==> src/verilog/can_trx_map.vh <==
`ifndef CAN_TRX_MAP_VH
`define CAN_TRX_MAP_VH

// APB register byte offsets
`define REG_CTRL_OFF      8'h00
`define REG_STATUS_OFF    8'h04
`define REG_WAKE_STAT_OFF 8'h08
// control register fields
`define CTRL_MODE_LSB     0
`define CTRL_MODE_MSB     1
`define CTRL_WDOG_BIT     2
// transceiver mode encodings
`define TRX_OFF           2'h0
`define TRX_WAKE          2'h1
`define TRX_RXONLY        2'h2
`define TRX_NORMAL        2'h3
// chip mode encodings (from the chip mode sequencer)
`define CHIP_NORMAL       3'h0
`define CHIP_STOP         3'h1
`define CHIP_SLEEP        3'h2
`define CHIP_RESTART      3'h3
`define CHIP_FAILSAFE     3'h4
// status bits
`define STAT_FAIL_BIT     0
`define STAT_TXTO_BIT     1
`define STAT_CLAMP_BIT    2
`define STAT_ARMED_BIT    3
`define WAKE_FLAG_BIT     0
`define WAKE_WDOG_BIT     1
// timing defaults in clock cycles (100 ns each)
`define EN_SETTLE_CYC     16'd200
`define WAKE_MIN_CYC      16'd5
`define WAKE_MAX_CYC      16'd18000
`define TX_TO_CYC         16'd45000
`define BUS_TO_CYC        16'd45000

`endif

==> src/verilog/can_trx_ctrl.v <==
// Added by the designer: register access over APB and the address map.
`timescale 1ns/1ps
`include "can_trx_map.vh"
// How it works
// powers up in off; off always selectable
// off mode ignores bus wake activity
// normal mode only in chip normal
// driver follows transmit input in normal
// host holds transmit high while settling
// early low blocks until high again
// receive output mirrors bus in normal/rx-only
// rx-only: driver off, chip normal/stop
// wake mode by command, forced in fail-safe
// wake needs dom-rec-dom bounded phases
// wake drives receive low until mode change
// mode field stays wake after wake event
// rearm by toggling mode away and back
// rearm on stop or fail-safe entry
// host selects wake or off before sleep
// wake in stop/normal raises interrupt, flag
// bus wake in chip stop enables watchdog if configured
// wake in sleep requests restart, flags source
// no interrupt when leaving sleep
// transmit timeout forces recessive, sets fault
// driver re-enabled once transmit input released
// bus dominant timeout sets fault flag
// all timings are cycle-count parameters
module can_trx_ctrl #(
  parameter [15:0] EN_SETTLE_CYC = `EN_SETTLE_CYC,
  parameter [15:0] WAKE_MIN_CYC  = `WAKE_MIN_CYC,
  parameter [15:0] WAKE_MAX_CYC  = `WAKE_MAX_CYC,
  parameter [15:0] TX_TO_CYC     = `TX_TO_CYC,
  parameter [15:0] BUS_TO_CYC    = `BUS_TO_CYC
) (
  // clock, reset, enable
  input  wire        clk_i,
  input  wire        reset_i,
  input  wire        ce_i,
  // apb slave
  input  wire        psel_i,
  input  wire        penable_i,
  input  wire        pwrite_i,
  input  wire [7:0]  paddr_i,
  input  wire [31:0] pwdata_i,
  output reg  [31:0] prdata_o,
  output reg         pready_o,
  output reg         pslverr_o,
  // chip mode sequencer
  input  wire [2:0]  chip_mode_i,
  input  wire        chip_mode_strobe_i,
  output reg         restart_req_o,
  output reg         wdog_enable_o,
  // host pins
  input  wire        tx_data_in_i,
  output reg         rx_data_out_o,
  output reg         int_n_o,
  // bus side
  input  wire        bus_rx_i,
  output reg         bus_drive_dom_o,
  output reg         rx_enable_o
);
  // internal state; hardware sets each flag, a write of one clears it
  wire       tx_s;
  wire       bus_s;
  wire       wake_found;
  reg  [1:0] mode_r;
  reg        wdog_cfg_r;
  reg        armed_r;
  reg        woken_r;
  reg        wake_flag_r;
  reg        wake_wdog_r;
  reg        txto_r;
  reg        clamp_r;
  reg        fail_r;
  reg        blocked_r;
  reg        tx_lock_r;
  reg [15:0] settle_cnt_r;
  reg [15:0] tx_cnt_r;
  reg [15:0] bus_cnt_r;
  reg [2:0]  chip_prev_r;

  // apb handshake: setup phase seen, answer on second access cycle
  wire apb_acc = psel_i & penable_i & pready_o;
  wire apb_wr  = apb_acc & pwrite_i;
  wire apb_rd  = apb_acc & ~pwrite_i;
  // first access cycle: read data is latched here, the answer follows one cycle later
  wire apb_first = psel_i & penable_i & ~pready_o;
  wire wr_ctrl = apb_wr && (paddr_i == `REG_CTRL_OFF);
  wire wr_stat = apb_wr && (paddr_i == `REG_STATUS_OFF);
  wire wr_wake = apb_wr && (paddr_i == `REG_WAKE_STAT_OFF);
  wire [1:0] req_mode = pwdata_i[`CTRL_MODE_MSB:`CTRL_MODE_LSB];

  // the pins cross from outside the clock domain
  // three stages cost four cycles of latency against a pin edge
  pin_sync u_tx_sync (
    .clk_i   (clk_i),
    .reset_i (reset_i),
    .ce_i    (ce_i),
    .pin_i   (tx_data_in_i),
    .level_o (tx_s)
  );

  pin_sync u_bus_sync (
    .clk_i   (clk_i),
    .reset_i (reset_i),
    .ce_i    (ce_i),
    .pin_i   (bus_rx_i),
    .level_o (bus_s)
  );

  // detector runs only in armed wake mode
  // it stays disarmed after a find until a mode toggle or a stop or fail-safe entry
  wake_detect u_wake (
    .clk_i     (clk_i),
    .reset_i   (reset_i),
    .ce_i      (ce_i),
    .arm_i     (armed_r && (mode_r == `TRX_WAKE) && !woken_r),
    .bus_dom_i (~bus_s),
    .min_cyc_i (WAKE_MIN_CYC),
    .max_cyc_i (WAKE_MAX_CYC),
    .found_o   (wake_found)
  );

  // whether a software mode request is legal in the current chip mode
  // wake mode in fail-safe is forced by hardware, so a write there is refused
  function mode_allowed;
    input [1:0] m;
    input [2:0] chip;
    begin
      case (m)
        `TRX_OFF:    mode_allowed = 1'b1;
        `TRX_NORMAL: mode_allowed = (chip == `CHIP_NORMAL);
        `TRX_RXONLY: mode_allowed = (chip == `CHIP_NORMAL) || (chip == `CHIP_STOP);
        `TRX_WAKE:   mode_allowed = (chip != `CHIP_FAILSAFE);
        default:     mode_allowed = 1'b0;
      endcase
    end
  endfunction

  // saturating up-counter used by all timers
  function [15:0] count_up;
    input [15:0] c;
    begin
      count_up = (c == 16'hffff) ? c : c + 16'h0001;
    end
  endfunction

  // only three word offsets are decoded; anything else answers with an error
  function addr_mapped;
    input [7:0] a;
    begin
      addr_mapped = (a == `REG_CTRL_OFF) || (a == `REG_STATUS_OFF) || (a == `REG_WAKE_STAT_OFF);
    end
  endfunction

  // a stop strobe rearms even when the chip is already in stop
  wire stop_entry  = chip_mode_strobe_i && (chip_mode_i == `CHIP_STOP);
  wire fs_entry    = chip_mode_strobe_i && (chip_mode_i == `CHIP_FAILSAFE) && (chip_prev_r != `CHIP_FAILSAFE);
  wire mode_change = wr_ctrl && mode_allowed(req_mode, chip_mode_i) && (req_mode != mode_r);
  wire in_normal   = (mode_r == `TRX_NORMAL);
  wire rx_active   = in_normal || (mode_r == `TRX_RXONLY);
  wire tx_to_hit   = in_normal && !tx_s && (tx_cnt_r >= TX_TO_CYC);
  wire bus_to_hit  = rx_active && !bus_s && (bus_cnt_r >= BUS_TO_CYC);
  // settling over; before this the driver stays recessive whatever the input does
  wire settled     = (settle_cnt_r >= EN_SETTLE_CYC);

  // mode register and wake arming
  // fail-safe entry outranks a software write; a write outranks a wake find,
  // whose flag is still recorded by the status process
  always @(posedge clk_i or posedge reset_i) begin
    if (reset_i) begin
      // off after power-up
      mode_r      <= `TRX_OFF;
      wdog_cfg_r  <= 1'b0;
      armed_r     <= 1'b0;
      woken_r     <= 1'b0;
      chip_prev_r <= `CHIP_NORMAL;
    end else if (ce_i) begin
      if (chip_mode_strobe_i) begin
        chip_prev_r <= chip_mode_i;
      end
      // the watchdog option is taken from every control write, legal mode or not
      if (wr_ctrl) begin
        wdog_cfg_r <= pwdata_i[`CTRL_WDOG_BIT];
      end
      if (fs_entry) begin
        // forced wake mode in fail-safe
        mode_r  <= `TRX_WAKE;
        armed_r <= 1'b1;
        woken_r <= 1'b0;
      end else if (stop_entry && (mode_r == `TRX_WAKE)) begin
        // rearm on stop entry
        armed_r <= 1'b1;
        woken_r <= 1'b0;
      end else if (mode_change) begin
        // request gated by chip mode
        mode_r <= req_mode;
        // rearm only on entry into wake
        armed_r <= (req_mode == `TRX_WAKE);
        woken_r <= 1'b0;
      end else if (wake_found) begin
        // mode field stays wake, detector disarmed
        woken_r <= 1'b1;
        armed_r <= 1'b0;
      end
    end
  end

  // transmit path: settling, early-low block, timeout
  // settling restarts on every entry to normal, so a quick off/normal toggle cannot skip it
  always @(posedge clk_i or posedge reset_i) begin
    if (reset_i) begin
      settle_cnt_r <= 16'h0000;
      blocked_r    <= 1'b0;
      tx_lock_r    <= 1'b0;
      tx_cnt_r     <= 16'h0000;
      bus_cnt_r    <= 16'h0000;
    end else if (ce_i) begin
      if (!in_normal || mode_change) begin
        settle_cnt_r <= 16'h0000;
        blocked_r    <= 1'b0;
      end else if (settle_cnt_r < EN_SETTLE_CYC) begin
        settle_cnt_r <= count_up(settle_cnt_r);
        // low during settling is held off
        if (!tx_s) begin
          blocked_r <= 1'b1;
        end
      end else if (tx_s) begin
        // released once input returns high
        blocked_r <= 1'b0;
      end
      // timers count cycles of dominance
      // they saturate rather than wrap, so a stuck line keeps its fault asserted
      tx_cnt_r  <= (in_normal && !tx_s) ? count_up(tx_cnt_r) : 16'h0000;
      bus_cnt_r <= (rx_active && !bus_s) ? count_up(bus_cnt_r) : 16'h0000;
      if (tx_to_hit) begin
        // force recessive after timeout
        tx_lock_r <= 1'b1;
      end else if (tx_s || !in_normal) begin
        // re-enable when input released
        tx_lock_r <= 1'b0;
      end
    end
  end

  // status flags; hardware set wins over software clear
  // a clear written in the cycle of a new event is lost, never the event
  always @(posedge clk_i or posedge reset_i) begin
    if (reset_i) begin
      txto_r      <= 1'b0;
      clamp_r     <= 1'b0;
      fail_r      <= 1'b0;
      wake_flag_r <= 1'b0;
      wake_wdog_r <= 1'b0;
    end else if (ce_i) begin
      // fault flag, mode untouched
      if (tx_to_hit || bus_to_hit) begin
        fail_r <= 1'b1;
      end else if (wr_stat && pwdata_i[`STAT_FAIL_BIT]) begin
        fail_r <= 1'b0;
      end
      if (tx_to_hit) begin
        txto_r <= 1'b1;
      end else if (wr_stat && pwdata_i[`STAT_TXTO_BIT]) begin
        txto_r <= 1'b0;
      end
      if (bus_to_hit) begin
        clamp_r <= 1'b1;
      end else if (wr_stat && pwdata_i[`STAT_CLAMP_BIT]) begin
        clamp_r <= 1'b0;
      end
      // wake source recorded
      if (wake_found) begin
        wake_flag_r <= 1'b1;
      end else if ((wr_wake && pwdata_i[`WAKE_FLAG_BIT]) || (mode_change && mode_r == `TRX_WAKE)) begin
        // leaving wake mode also clears the flag
        wake_flag_r <= 1'b0;
      end
      // watchdog wake recorded
      if (wake_found && wdog_cfg_r && chip_mode_i == `CHIP_STOP) begin
        wake_wdog_r <= 1'b1;
      end else if (wr_wake && pwdata_i[`WAKE_WDOG_BIT]) begin
        wake_wdog_r <= 1'b0;
      end
    end
  end

  // registered pins and requests
  // every pin is registered: one cycle of latency buys glitch-free outputs
  always @(posedge clk_i or posedge reset_i) begin
    if (reset_i) begin
      rx_data_out_o   <= 1'b1;
      bus_drive_dom_o <= 1'b0;
      rx_enable_o     <= 1'b0;
      int_n_o         <= 1'b1;
      restart_req_o   <= 1'b0;
      wdog_enable_o   <= 1'b0;
    end else if (ce_i) begin
      // driver only in normal, gated by settling and timeout
      bus_drive_dom_o <= in_normal && !tx_s && !blocked_r && !tx_lock_r && !tx_to_hit
                         && settled;
      rx_enable_o     <= rx_active;
      // bus level or latched wake low
      // outside normal and rx-only the output idles recessive until a wake is found
      if (rx_active) begin
        rx_data_out_o <= bus_s;
      end else begin
        rx_data_out_o <= !(mode_r == `TRX_WAKE && (woken_r || wake_found));
      end
      // interrupt only in chip stop/normal
      // a sleep or fail-safe wake leaves it idle; software reads the flag instead
      int_n_o <= !(wake_found && (chip_mode_i == `CHIP_STOP || chip_mode_i == `CHIP_NORMAL));
      // sleep or fail-safe wake asks for restart
      // the sequencer owns the mode change; this is only a one-cycle request
      restart_req_o <= wake_found && (chip_mode_i == `CHIP_SLEEP || chip_mode_i == `CHIP_FAILSAFE);
      // watchdog switched on by bus wake
      if (wake_found && wdog_cfg_r && chip_mode_i == `CHIP_STOP) begin
        wdog_enable_o <= 1'b1;
      end else if (chip_mode_strobe_i) begin
        wdog_enable_o <= 1'b0;
      end
    end
  end

  // apb slave: one wait state, unmapped addresses answer with an error
  // read data stands only in the answer cycle, so a stale word never lingers on the bus
  always @(posedge clk_i or posedge reset_i) begin
    if (reset_i) begin
      pready_o  <= 1'b0;
      pslverr_o <= 1'b0;
      prdata_o  <= 32'h00000000;
    end else if (ce_i) begin
      pready_o  <= apb_first;
      pslverr_o <= apb_first & ~addr_mapped(paddr_i);
      if (apb_first & ~pwrite_i) begin
        case (paddr_i)
          `REG_CTRL_OFF:      prdata_o <= {29'h0, wdog_cfg_r, mode_r};
          `REG_STATUS_OFF:    prdata_o <= {28'h0, armed_r, clamp_r, txto_r, fail_r};
          `REG_WAKE_STAT_OFF: prdata_o <= {30'h0, wake_wdog_r, wake_flag_r};
          default:            prdata_o <= 32'h00000000;
        endcase
      end else if (apb_rd) begin
        prdata_o <= 32'h00000000;
      end
    end
  end
endmodule

==> src/verilog/pin_sync.v <==
`timescale 1ns/1ps
// three-stage synchroniser; output moves only when stages two and three agree
module pin_sync (
  // clock and reset
  input  wire clk_i,
  input  wire reset_i,
  input  wire ce_i,
  // pin
  input  wire pin_i,
  output reg  level_o
);
  reg s1_r;
  reg s2_r;
  reg s3_r;

  // reset value is recessive (high) so no false dominant after reset
  always @(posedge clk_i or posedge reset_i) begin
    if (reset_i) begin
      s1_r    <= 1'b1;
      s2_r    <= 1'b1;
      s3_r    <= 1'b1;
      level_o <= 1'b1;
    end else if (ce_i) begin
      s1_r <= pin_i;
      s2_r <= s1_r;
      s3_r <= s2_r;
      if (s2_r == s3_r) begin
        level_o <= s3_r;
      end
    end
  end
endmodule

==> src/verilog/wake_detect.v <==
`timescale 1ns/1ps
// finds dominant-recessive-dominant with the first two phases inside (min, max) and the last one longer than min
module wake_detect (
  // clock and reset
  input  wire        clk_i,
  input  wire        reset_i,
  input  wire        ce_i,
  // control
  input  wire        arm_i,
  input  wire        bus_dom_i,
  input  wire [15:0] min_cyc_i,
  input  wire [15:0] max_cyc_i,
  // result
  output reg         found_o
);
  localparam [1:0] ST_IDLE = 2'h0;
  localparam [1:0] ST_DOM1 = 2'h1;
  localparam [1:0] ST_REC  = 2'h2;
  localparam [1:0] ST_DOM2 = 2'h3;

  reg [1:0]  state_r;
  reg [15:0] cnt_r;

  // phase length is valid strictly between the two bounds
  function in_window;
    input [15:0] c;
    input [15:0] lo;
    input [15:0] hi;
    begin
      in_window = (c > lo) && (c < hi);
    end
  endfunction

  // phase sequencer; a bad phase restarts the search
  // bounded phase pattern
  always @(posedge clk_i or posedge reset_i) begin
    if (reset_i) begin
      state_r <= ST_IDLE;
      cnt_r   <= 16'h0000;
      found_o <= 1'b0;
    end else if (ce_i) begin
      found_o <= 1'b0;
      if (!arm_i) begin
        state_r <= ST_IDLE;
        cnt_r   <= 16'h0000;
      end else begin
        if (cnt_r != 16'hffff) begin
          cnt_r <= cnt_r + 16'h0001;
        end
        case (state_r)
          ST_IDLE: begin
            cnt_r <= 16'h0001;
            if (bus_dom_i) begin
              state_r <= ST_DOM1;
            end
          end
          ST_DOM1: begin
            if (!bus_dom_i) begin
              cnt_r   <= 16'h0001;
              state_r <= in_window(cnt_r, min_cyc_i, max_cyc_i) ? ST_REC : ST_IDLE;
            end
          end
          ST_REC: begin
            if (bus_dom_i) begin
              cnt_r   <= 16'h0001;
              state_r <= in_window(cnt_r, min_cyc_i, max_cyc_i) ? ST_DOM2 : ST_DOM1;
            end
          end
          ST_DOM2: begin
            // report as soon as the second dominant phase passes the minimum
            if (!bus_dom_i) begin
              cnt_r   <= 16'h0001;
              state_r <= ST_IDLE;
            end else if (cnt_r > min_cyc_i) begin
              found_o <= 1'b1;
              state_r <= ST_IDLE;
            end
          end
          default: begin
            state_r <= ST_IDLE;
          end
        endcase
      end
    end
  end
endmodule
==> config.mk <==
export PLATFORM = sky130hd
export DESIGN_NAME = can_trx_ctrl
export DESIGN_NICKNAME = d
export VERILOG_FILES = /design/src/verilog/can_trx_ctrl.v /design/src/verilog/pin_sync.v /design/src/verilog/wake_detect.v
export VERILOG_INCLUDE_DIRS = /design/src /design/src/verilog
export SDC_FILE = /design/constraint.sdc
export NUM_CORES = 1
export LEC_CHECK = 0
export ABC_AREA = 1
export BUFFER_PORTS_ARGS = -buffer_cell sky130_fd_sc_hd__buf_2
export CORE_MARGIN = 3
export CORE_UTILIZATION = 40
export DETAILED_ROUTE_END_ITERATION = 12
export GPL_ROUTABILITY_DRIVEN = 1
export GPL_TIMING_DRIVEN = 1
export SLEW_MARGIN = 20
export SYNTH_ARGS = -nofsm -noshare
export SYNTH_HDL_FRONTEND = slang
export SYNTH_SLANG_ARGS = --single-unit
==> constraint.sdc <==
create_clock -name clk_i -period 3.46 [get_ports clk_i]
set_input_delay 0.173 -clock clk_i [delete_from_list [all_inputs] [get_ports clk_i]]
set_output_delay 0.173 -clock clk_i [all_outputs]
set_load 0.1 [all_outputs]
[Word level (Yosys, flattened, before mapping)]
Cells that the tools add are included.
Operators by class
  bitwise gates (word level): 10
  magnitude comparators: 6
  $add $sub $neg: 4
  eq/ne operators: 32
  multiplexer cells: 59
  reduce and logical (&&, ||, !) cells: 86
Operator list (number)
  16-bit two-way mux: 11
  16-bit by 1-bit adder with 16-bit output (second input constant): 4
  32-bit two-way mux: 2
  16-bit equality test (second input constant): 3
  16-bit one-hot mux with 3 select lines: 1
  16-bit greater-or-equal comparator (second input constant): 2
  1-bit logical AND: 31
  1-bit two-way mux: 31
  2-bit AND reduction: 15
  2-bit two-way mux: 11
  2-bit nonzero test: 10
  3-bit inequality test (second input constant): 6
  16-bit by 8-bit greater-or-equal comparator with 1-bit output (second input constant): 1
  16-bit by 3-bit > comparator with 1-bit output (second input constant): 1
  16-bit by 15-bit < comparator with 1-bit output (second input constant): 1
  16-bit by 8-bit < comparator with 1-bit output (second input constant): 1
  16-bit inequality test (second input constant): 1
  2-bit equality test (second input constant): 6
  4-bit one-hot mux with 3 select lines: 1
  1-bit logical OR: 10
  1-bit zero test: 9
  3-bit AND reduction: 3
  8-bit by 3-bit equality test with 1-bit output (second input constant): 1
  8-bit by 4-bit equality test with 1-bit output (second input constant): 1
  other kinds (19): 34
Word-level totals
  output and inout bits: 40
  bits in registers: 130
  input port bits: 52

[Depth between registers and ports, before layout]
Gate-level depths: netlist of run 1.
  depth in word-level cells: 10
  depth in mapped cells: 12

[Hierarchy]
Synthesis of run 1 repeated with hierarchy kept, for this count alone.
Second synthesis, totals
  cells, all modules: 954
  area total of the unflattened synthesis: 7045.5 um2
Modules (own cells, without submodules)
  can_trx_ctrl: cells each 618, instances 1, area an instance 4717.0 um2
  wake_detect: cells each 294, instances 1, area an instance 1983.2 um2
  pin_sync: cells each 21, instances 2, area an instance 172.7 um2

[Worst setup path before layout of run 1]
Ideal clock, no wire load.
  path kind: flip-flop to flip-flop
  start point: reg pready_o
  end point: reg settle_cnt_r[5]
  library setup time: 0.121 ns
  path buffers: 1
  required time: 3.339 ns
  cell stages (with the launch flop): 9
  period minus slack after synthesis: 2.026 ns
  arrival: 1.905 ns
  slack: 1.434 ns
  path through: dfrtp_1 -> nand2_1 -> nor2_1 -> nand4_1 -> nand3_1 -> nand2_2 -> buf_6 -> nand2_1 -> o21ai_1
Between the ends
  longest elaborated chain between the ends: 8
  elaborated cells on any way between the ends: 10
  classes of those cells: 1 x eq/ne; 1 x mux; 2 x bitwise; 6 x reduce/logical
Ends and longest elaborated chain
  from (decl): line can_trx_ctrl.v:46  | output reg pready_o,
  from (signal assigned): line can_trx_ctrl.v:333  | pready_o <= apb_first;
  1-bit bitwise AND *: line can_trx_ctrl.v:83  | wire apb_acc = psel_i & penable_i & pready_o;
  1-bit bitwise AND *: line can_trx_ctrl.v:84  | wire apb_wr = apb_acc & pwrite_i;
  1-bit logical AND *: line can_trx_ctrl.v:88  | wire wr_ctrl = apb_wr && (paddr_i == `REG_CTRL_OFF);
  1-bit logical AND * (2 in series): line can_trx_ctrl.v:159  | wire mode_change = wr_ctrl && mode_allowed(req_mode, chip_mode_i) && (req_mode != mode_r);
  1-bit logical OR *: line can_trx_ctrl.v:219  | if (!in_normal || mode_change) begin
  2-bit inequality test (no source line) / 2-bit nonzero test (equally long branches)
  3-bit AND reduction (no source line)
  to (signal assigned): line can_trx_ctrl.v:223  | settle_cnt_r <= count_up(settle_cnt_r);
  to (decl): line can_trx_ctrl.v:77  | reg [15:0] settle_cnt_r;
Every way passes the cells marked *; elsewhere a longest branch is shown, timed or not.
A chain may end at the register's enable or synchronous reset.

[Worst setup path in the final report of run 1]
  start point: reg bus_cnt_r[0]
  end point: reg bus_cnt_r[9]
Between the ends
  longest elaborated chain between the ends: 3
  elaborated cells on any way between the ends: 6
  classes of those cells: 1 x add/sub; 2 x eq/ne; 2 x mux; 1 x reduce/logical
Ends and longest elaborated chain
  from (decl): line can_trx_ctrl.v:79  | reg [15:0] bus_cnt_r;
  from (signal assigned): line can_trx_ctrl.v:235  | bus_cnt_r <= (rx_active && !bus_s) ? count_up(bus_cnt_r) : 16'h0000;
  16-bit by 1-bit adder with 16-bit output / 16-bit equality test (equally long branches): line can_trx_ctrl.v:144  | count_up = (c == 16'hffff) ? c : c + 16'h0001;
  16-bit two-way mux / 2-bit inequality test (equally long branches)
  16-bit two-way mux / 2-bit AND reduction (equally long branches)
Parallel ways exist; a longest one is shown, timed or not. The select of a mux whose other input is x is not followed.

==> results of run 1 <==
## area by class of cell
class | count | share of cell area
Multi-Input combinational cell | 595 | 0.433
Inverter | 107 | 0.0616
Sequential cell | 102 | 0.391
Timing Repair Buffer | 39 | 0.0317
Clock inverter | 5 | 0.0126
Clock buffer | 11 | 0.0355
Tap cell | 184 | 0.0351
## path summary, 6_finish.rpt
kind,slack (ns),from,end,cells past startpoint
worst max-delay path,1.32,bus_cnt_r[0],bus_cnt_r[9],10
worst min-delay path,-0.03,reset_i,u_wake.cnt_r[4],2
worst max register to register,1.32,bus_cnt_r[0],bus_cnt_r[9],10
worst min register to register,0.46,u_tx_sync.s2_r,u_tx_sync.s2_r,2
max in group asynchronous,2.65,reset_i,u_bus_sync.s2_r,3
min in group clk_i,0.03,bus_rx_i,u_bus_sync.s1_r,3
## through the flow
stage          setup WS, ns  utilization
6_report               1.32        0.450
3_3_place_gp           1.39        0.428
2_1_floorplan         0.628            -
4_1_cts                1.30        0.450
3_5_place_dp           1.31        0.428
5_1_grt                1.02        0.450
## per-layer routing
layer | global-route usage | vias to the layer above
met3 | 0.0403 | 8
met1 | 0.223 | 2358
met5 | 0 | -
li1 | - | 2673
met4 | 0.0375 | 0
met2 | 0.267 | 81
## critical path: cells and delay by family (launching register included)
kind            cells  cell delay [ns]
compound gates      1             0.12
fa+ha+maj           1             0.19
buf+inv             1             0.18
flops               1             0.41
simple gates        7             1.13
## power by group through the flow
| stage | clock, mW | combinational (mW) | sequential, mW |
|---|---|---|---|
| after floorplan | 0 | 0.333 | 1.36 |
| after global placement | 0 | 0.434 | 1.32 |
| after detailed placement | 0 | 0.437 | 1.32 |
| after CTS | 1.13 | 0.437 | 1.30 |
| after global routing | 1.18 | 0.478 | 1.31 |
| final | 1.09 | 0.431 | 1.30 |
## cell families (layout without fill, tap and decap cells)
kind of cell,Yosys count,after routing,share of synthesized area
AO/OA/AOI/OAI,114,114,0.104
XOR/XNOR,13,13,0.0190
adder cells (fa/ha/maj),9,9,0.0188
buffers and inverters,150,162,0.116
flip-flops,102,102,0.428
multiplexers,1,1,0.00188
other,1,28,0.000625
AND/OR/NAND/NOR,430,430,0.311
## cell usage in the layout, fill, tap and decap left out, types with 5 or more instances in the layout
cell       synthesis  layout
dfrtp_1           92      92
nor2_1            76      76
nand3_1           69      69
conb_1             1      28
ha_1               9       9
a21oi_1           16      16
o21ai_0           60      60
o21ai_1           12      12
buf_4             30       5
inv_1            101     100
nor3_1            18      18
xor2_1            12      12
o22ai_1            9       9
dfstp_2           10      10
inv_2              6       6
nand2_1          226     226
buf_2              6      34
clkbuf_16          0       9
nand4_1           24      24
## registers in the layout, indices dropped and copies added (netlist names), 2 cells and up
| signal | cells |
|---|---|
| bus_cnt_r | 16 |
| settle_cnt_r | 16 |
| tx_cnt_r | 16 |
| u_wake.cnt_r | 16 |
| prdata_o | 4 |
| chip_prev_r | 3 |
| mode_r | 2 |
| u_wake.state_r | 2 |
==> summary.md, run 1 <==
| Metric | Value |
|---|---|
| Status | finished, violations left |
| Failing checks | hold timing |
| Dpl cell area | 6240 um^2 |
| Setup crit end kind | register |
| Maximum vdd drop | 0.266 mV |
| DR WL met2 | 5860 um |
| Gr ovfl total | 0 |
| RSZ-0062 raised after global routing | false |
| PostCTS Resize Cnt | 0 |
| IO buf count | 34 |
| Final std cells w/o fill | 1,043 |
| DP Cell Count | 1,027 |
| Multi-input gate area | 2840 um^2 |
| I/O pin cnt | 92 |
| Worst hold path class | input pin to asynchronous set/reset pin |
| Leak | 3.09 nW |
| CTS tree | done |
| Most used cell, CP | nand2_1 |
| Primary FF master, synth | dfrtp_1 |
| Clk pwr share | 0.387 |
| Vias in the first global route | 4,815 |
| Clock Path Buffers | 2 |
| Cell taking the most area after synthesis | dfrtp_1 |
| Final setup TNS | 0 ns |
| Worst slew pin tran | 0.764 ns |
| Total power | 2.83 mW |
| Crit path time final | 2.14 ns |
| DIE AREA | 16,500 um^2 |
| Root buf cell | clkbuf_16 |
| Min Hold Slack | -0.0336 ns |
| Slew Limit Fails | 0 |
| DR pass1 iterations | 5 |
| Hpwl dp | 9350 um |
| Library cells used by synthesis | 44 |
| Startpoint Class | register |
| Die height | 128 um |
| Power per cell area | 431 nW/um^2 |
| Final setup vio count | 0 |
| Worst skew pair latency | 0.35 ns |
| Peak Freq | 467 MHz |
| Internal | 1.96 mW |
| Hold-fix buffers at CTS | 0 |
| CP max FO | 15 |
| Synth cell count leaders | nand2_1, inv_1, dfrtp_1 |
| # clock sinks | 102 |
| Reg power frac | 0.460 |
| Combinational power share | 0.153 |
| Vias | 5,120 |
| Synth Register Bits | 102 |
| Inserted Diodes | 0 |
| Final net count | 915 |
| FFs w/ async S/R, synth | 1.00 |
| Initial antenna violation count | 0 |
| Clock transition at the registers of the reported paths | 0.07 ns |
| Post-synth EDFFs | 0 |
| Inserted Clock Buffers | 9 |
| Layout cell share with drive strength beyond 1 | 0.104 |
| DR top layer | met4 |
| Crit path required time | 3.69 ns |
| CTS H-tree lvls | 3 |
| Post-Layout Inst Area | 6560 um^2 |
| Critical path's slowest cell | dfrtp_1 |
| Seq/Total Area, Yosys | 0.428 |
| Fillers | 1,497 |
| Slew headroom | 0.486 |
| DR WL met3 | 495 um |
| DR vias/cell | 4.91 |
| Final wirelength | 12,900 um |
| Largest net degree at the start of global routing | 62 |
| Synth area leaders | dfrtp_1, nand2_1, inv_1, nand3_1, o21ai_0 |
| Ys Warns | 0 |
| Post-route DRC violation count | 0 |
| Gr usage total | 0.164 |
| Initial Utilization | 0.411 |
| Initial drt markers | 318 |
| Core outline area | 14,600 um^2 |
| Max_cap viols | 0 |
| Placer Congestion | 0.821 |
| Yosys top cell area share | 0.384 |
| Mapped Cells | 820 |
| Hold Vio Cnt, Final | 53 |
| P_sw | 0.862 mW |
| Antenna Nets Post-Route | 0 |
| Die W | 128 um |
| Syn avg cell area | 7.32 um^2 |
| Global-route wire length before repair | 22,500 um |
| Top-count cell post-synth | nand2_1 |
| M1 WL | 6440 um |
| Synth Cell Area | 6000 um^2 |
| Sequential Area | 2560 um^2 |
| Final period util | 0.619 |
| Sw Share | 0.305 |
| Post-DR wirelength/cell | 12.4 um |
| WS Path Type | register to register |
| WP data arrival | 2.37 ns |
| Clk_skew | 0.00433 ns |
| CP cell instances | ha_1 > nand2_1 > nor2_1 > nand2_1 > nor2_1 > nand3_1 > nand2_2 > inv_2 > nand2_1 > o21ai_0 |
| # Post-CTS Setup Buffers | 0 |
| Area growth from synthesis to layout | 9.34% |
| Crit path largest cell delay | 0.41 ns |
| FP Rows | 44 |
Note: power is estimated with default switching activity, not from simulation.
==> run 2, diff against run 1 <==
clock period = 1.93 ns   (was 3.46 ns; I/O delays follow)
==> summary.md, run 2 (synthesis results as in run 1) <==
| Metric | Value |
|---|---|
| WP data arrival | 1.95 ns (-0.42 ns) |
| Final period util | 0.887 (+0.268) |
| Internal | 3.49 mW (+78%) |
| Power per cell area | 746 nW/um^2 (+73%) |
| Startpoint Class | register |
| Sw Share | 0.308 (+0.00260) |
| IO buf count | 34 (unchanged) |
| DR vias/cell | 4.89 (-0.29%) |
| RSZ-0062 raised after global routing | false |
| DR pass1 iterations | 5 (unchanged) |
| P_sw | 1.55 mW (+80%) |
| Total power | 5.04 mW (+78%) |
| Vias in the first global route | 4,994 (+3.7%) |
| Setup crit end kind | register |
| Buffers and inverters on the worst path | 1 (unchanged) |
| I/O pin cnt | 92 (unchanged) |
| Status | completed |
| Clock transition at the registers of the reported paths | 0.07 ns (about the same) |
| Slew headroom | 0.611 (+0.125) |
| Most common cell after layout, fill and taps aside | nand2_1 |
| # Post-CTS Setup Buffers | 0 (unchanged) |
| CTS H-tree lvls | 3 (unchanged) |
| Placer Congestion | 0.853 (+3.9%) |
| Slew Limit Fails | 0 (unchanged) |
| Die height | 128 um (unchanged) |
| Worst hold path class | input pin to register |
| CP max FO | 14 (-1) |
| Die W | 128 um (unchanged) |
| Initial drt markers | 345 (+8.5%) |
| Clk_skew | 0.00742 ns (+0.00308 ns) |
| Hpwl dp | 9840 um (+5.2%) |
| Clk pwr share | 0.375 (-0.012) |
| Commonest cells after routing, fill and taps aside | nand2_1, inv_1, dfrtp_1 |
| Maximum vdd drop | 0.598 mV (+120%) |
| Initial antenna violation count | 0 (unchanged) |
| Inserted Diodes | 0 (unchanged) |
| Clock Path Buffers | 2 (unchanged) |
| Global-route wire length before repair | 23,300 um (+3.5%) |
| Max_cap viols | 0 (unchanged) |
| Core outline area | 14,600 um^2 (unchanged) |
| Hold Vio Cnt, Final | 0 (-100%) |
| FP Rows | 44 (unchanged) |
| Crit path time final | 1.71 ns (-0.430 ns) |
| Gr ovfl total | 0 (unchanged) |
| Gr usage total | 0.171 (+0.00678) |
| WS Path Type | register to register |
| Reg power frac | 0.463 (+0.003) |
| CTS tree | done |
| Largest net degree at the start of global routing | 30 (-52%) |
| Dpl cell area | 6400 um^2 (+2.5%) |
| Combinational power share | 0.162 (+0.009) |
| Post-route DRC violation count | 0 (unchanged) |
| Final setup TNS | 0 ns (unchanged) |
| Final wirelength | 13,100 um (+1.7%) |
| Peak Freq | 584 MHz (+25%) |
| Post-Layout Inst Area | 6760 um^2 (+3.0%) |
| Worst skew pair latency | 0.35 ns (about the same) |
| Fillers | 1,466 (-2.1%) |
| Worst slew pin tran | 0.582 ns (-0.182 ns) |
| # clock sinks | 102 (unchanged) |
| Inserted Clock Buffers | 9 (unchanged) |
| Crit path required time | 2.17 ns (-1.52 ns) |
| Root buf cell | clkbuf_16 |
| CP top delay family | simple AND/OR/NAND/NOR gates |
| DIE AREA | 16,500 um^2 (unchanged) |
| Vias | 5,203 (+1.6%) |
| CP cell instances | ha_1 > nand2_1 > nor2_1 > nand2_1 > nor2_1 > nor2_1 > buf_4 > nand3_1 > nand2_1 > a21oi_2 |
| Area growth from synthesis to layout | 12.6% |
| Layout cell share with drive strength beyond 1 | 0.124 (+0.0204) |
| Critical path's slowest cell | dfrtp_1 |
| Final net count | 936 (+2.3%) |
| Antenna Nets Post-Route | 0 (unchanged) |
| Crit path largest cell delay | 0.43 ns (+0.02 ns) |
| Initial Utilization | 0.411 (unchanged) |
| Leak | 3.19 nW (+3.2%) |
| Post-DR wirelength/cell | 12.4 um (-0.19%) |
| Final setup vio count | 0 (unchanged) |
run 2: path summary, 6_finish.rpt:
path,from,endpoint,cells after the start,slack [ns]
worst max-delay path,tx_cnt_r[0],tx_cnt_r[5],10,0.22
worst min-delay path,chip_mode_i[2],chip_prev_r[2],3,0.05
worst max register to register,tx_cnt_r[0],tx_cnt_r[5],10,0.22
worst min register to register,u_tx_sync.s2_r,u_tx_sync.s2_r,2,0.46
max in group asynchronous,reset_i,u_bus_sync.s1_r,4,0.94
min in group asynchronous,reset_i,mode_r[1],3,0.35
run 2: power groups by stage:
stage / sequential, mW / clock [mW] / combinational [mW]
2_1_floorplan: 2.44 / 0 / 0.597
3_3_place_gp: 2.37 / 0 / 0.810
3_5_place_dp: 2.37 / 0 / 0.815
4_1_cts: 2.33 / 1.95 / 0.825
5_1_grt: 2.35 / 2.03 / 0.905
6_report: 2.33 / 1.89 / 0.818
run 2: per-layer routing:
metal  vias up  routed length, um  GRT usage
li1       2712                  -          -
met1      2383               6440      0.237
met2        96               6010      0.273
met3        12                542     0.0432
met4         0                142     0.0375
met5         -                  0          0
run 2: tightest hold or removal path: cells and delay by family:
| kind | cells | cell delay (ns) |
|---|---|---|
| AO/OA/AOI/OAI | 1 | 0.08 |
| buffers and inverters | 2 | 0.18 |
run 2: layout make-up:
cell class	count	area, um^2	share of cell area
tap	184	230	0.0341
sequential	102	2570	0.380
multi-input combinational	595	2840	0.420
timing repair buffer	60	404	0.0598
inverter	107	408	0.0604
clock buffer	11	253	0.0374
clock inverter	4	55.1	0.00815
run 2: metrics by stage:
step	setup slack, ns	hold WS, ns	utilization	cells
3_3_place_gp	0.195	0.193	0.439	1044
5_1_grt	0.0410	0.0504	0.463	1063
6_report	0.218	0.0513	0.463	1063
2_1_floorplan	0.191	0.193	-	847
4_1_cts	0.138	0.0422	0.463	1063
3_5_place_dp	0.132	0.188	0.439	1044
run 2: what timing repair did:
action / in CTS / in global routing
endpoints found under the hold margin: 16 / 0
resized for setup: 0 / 3
setup endpoints to repair: 0 / 4
hold buffers: 4 / 0
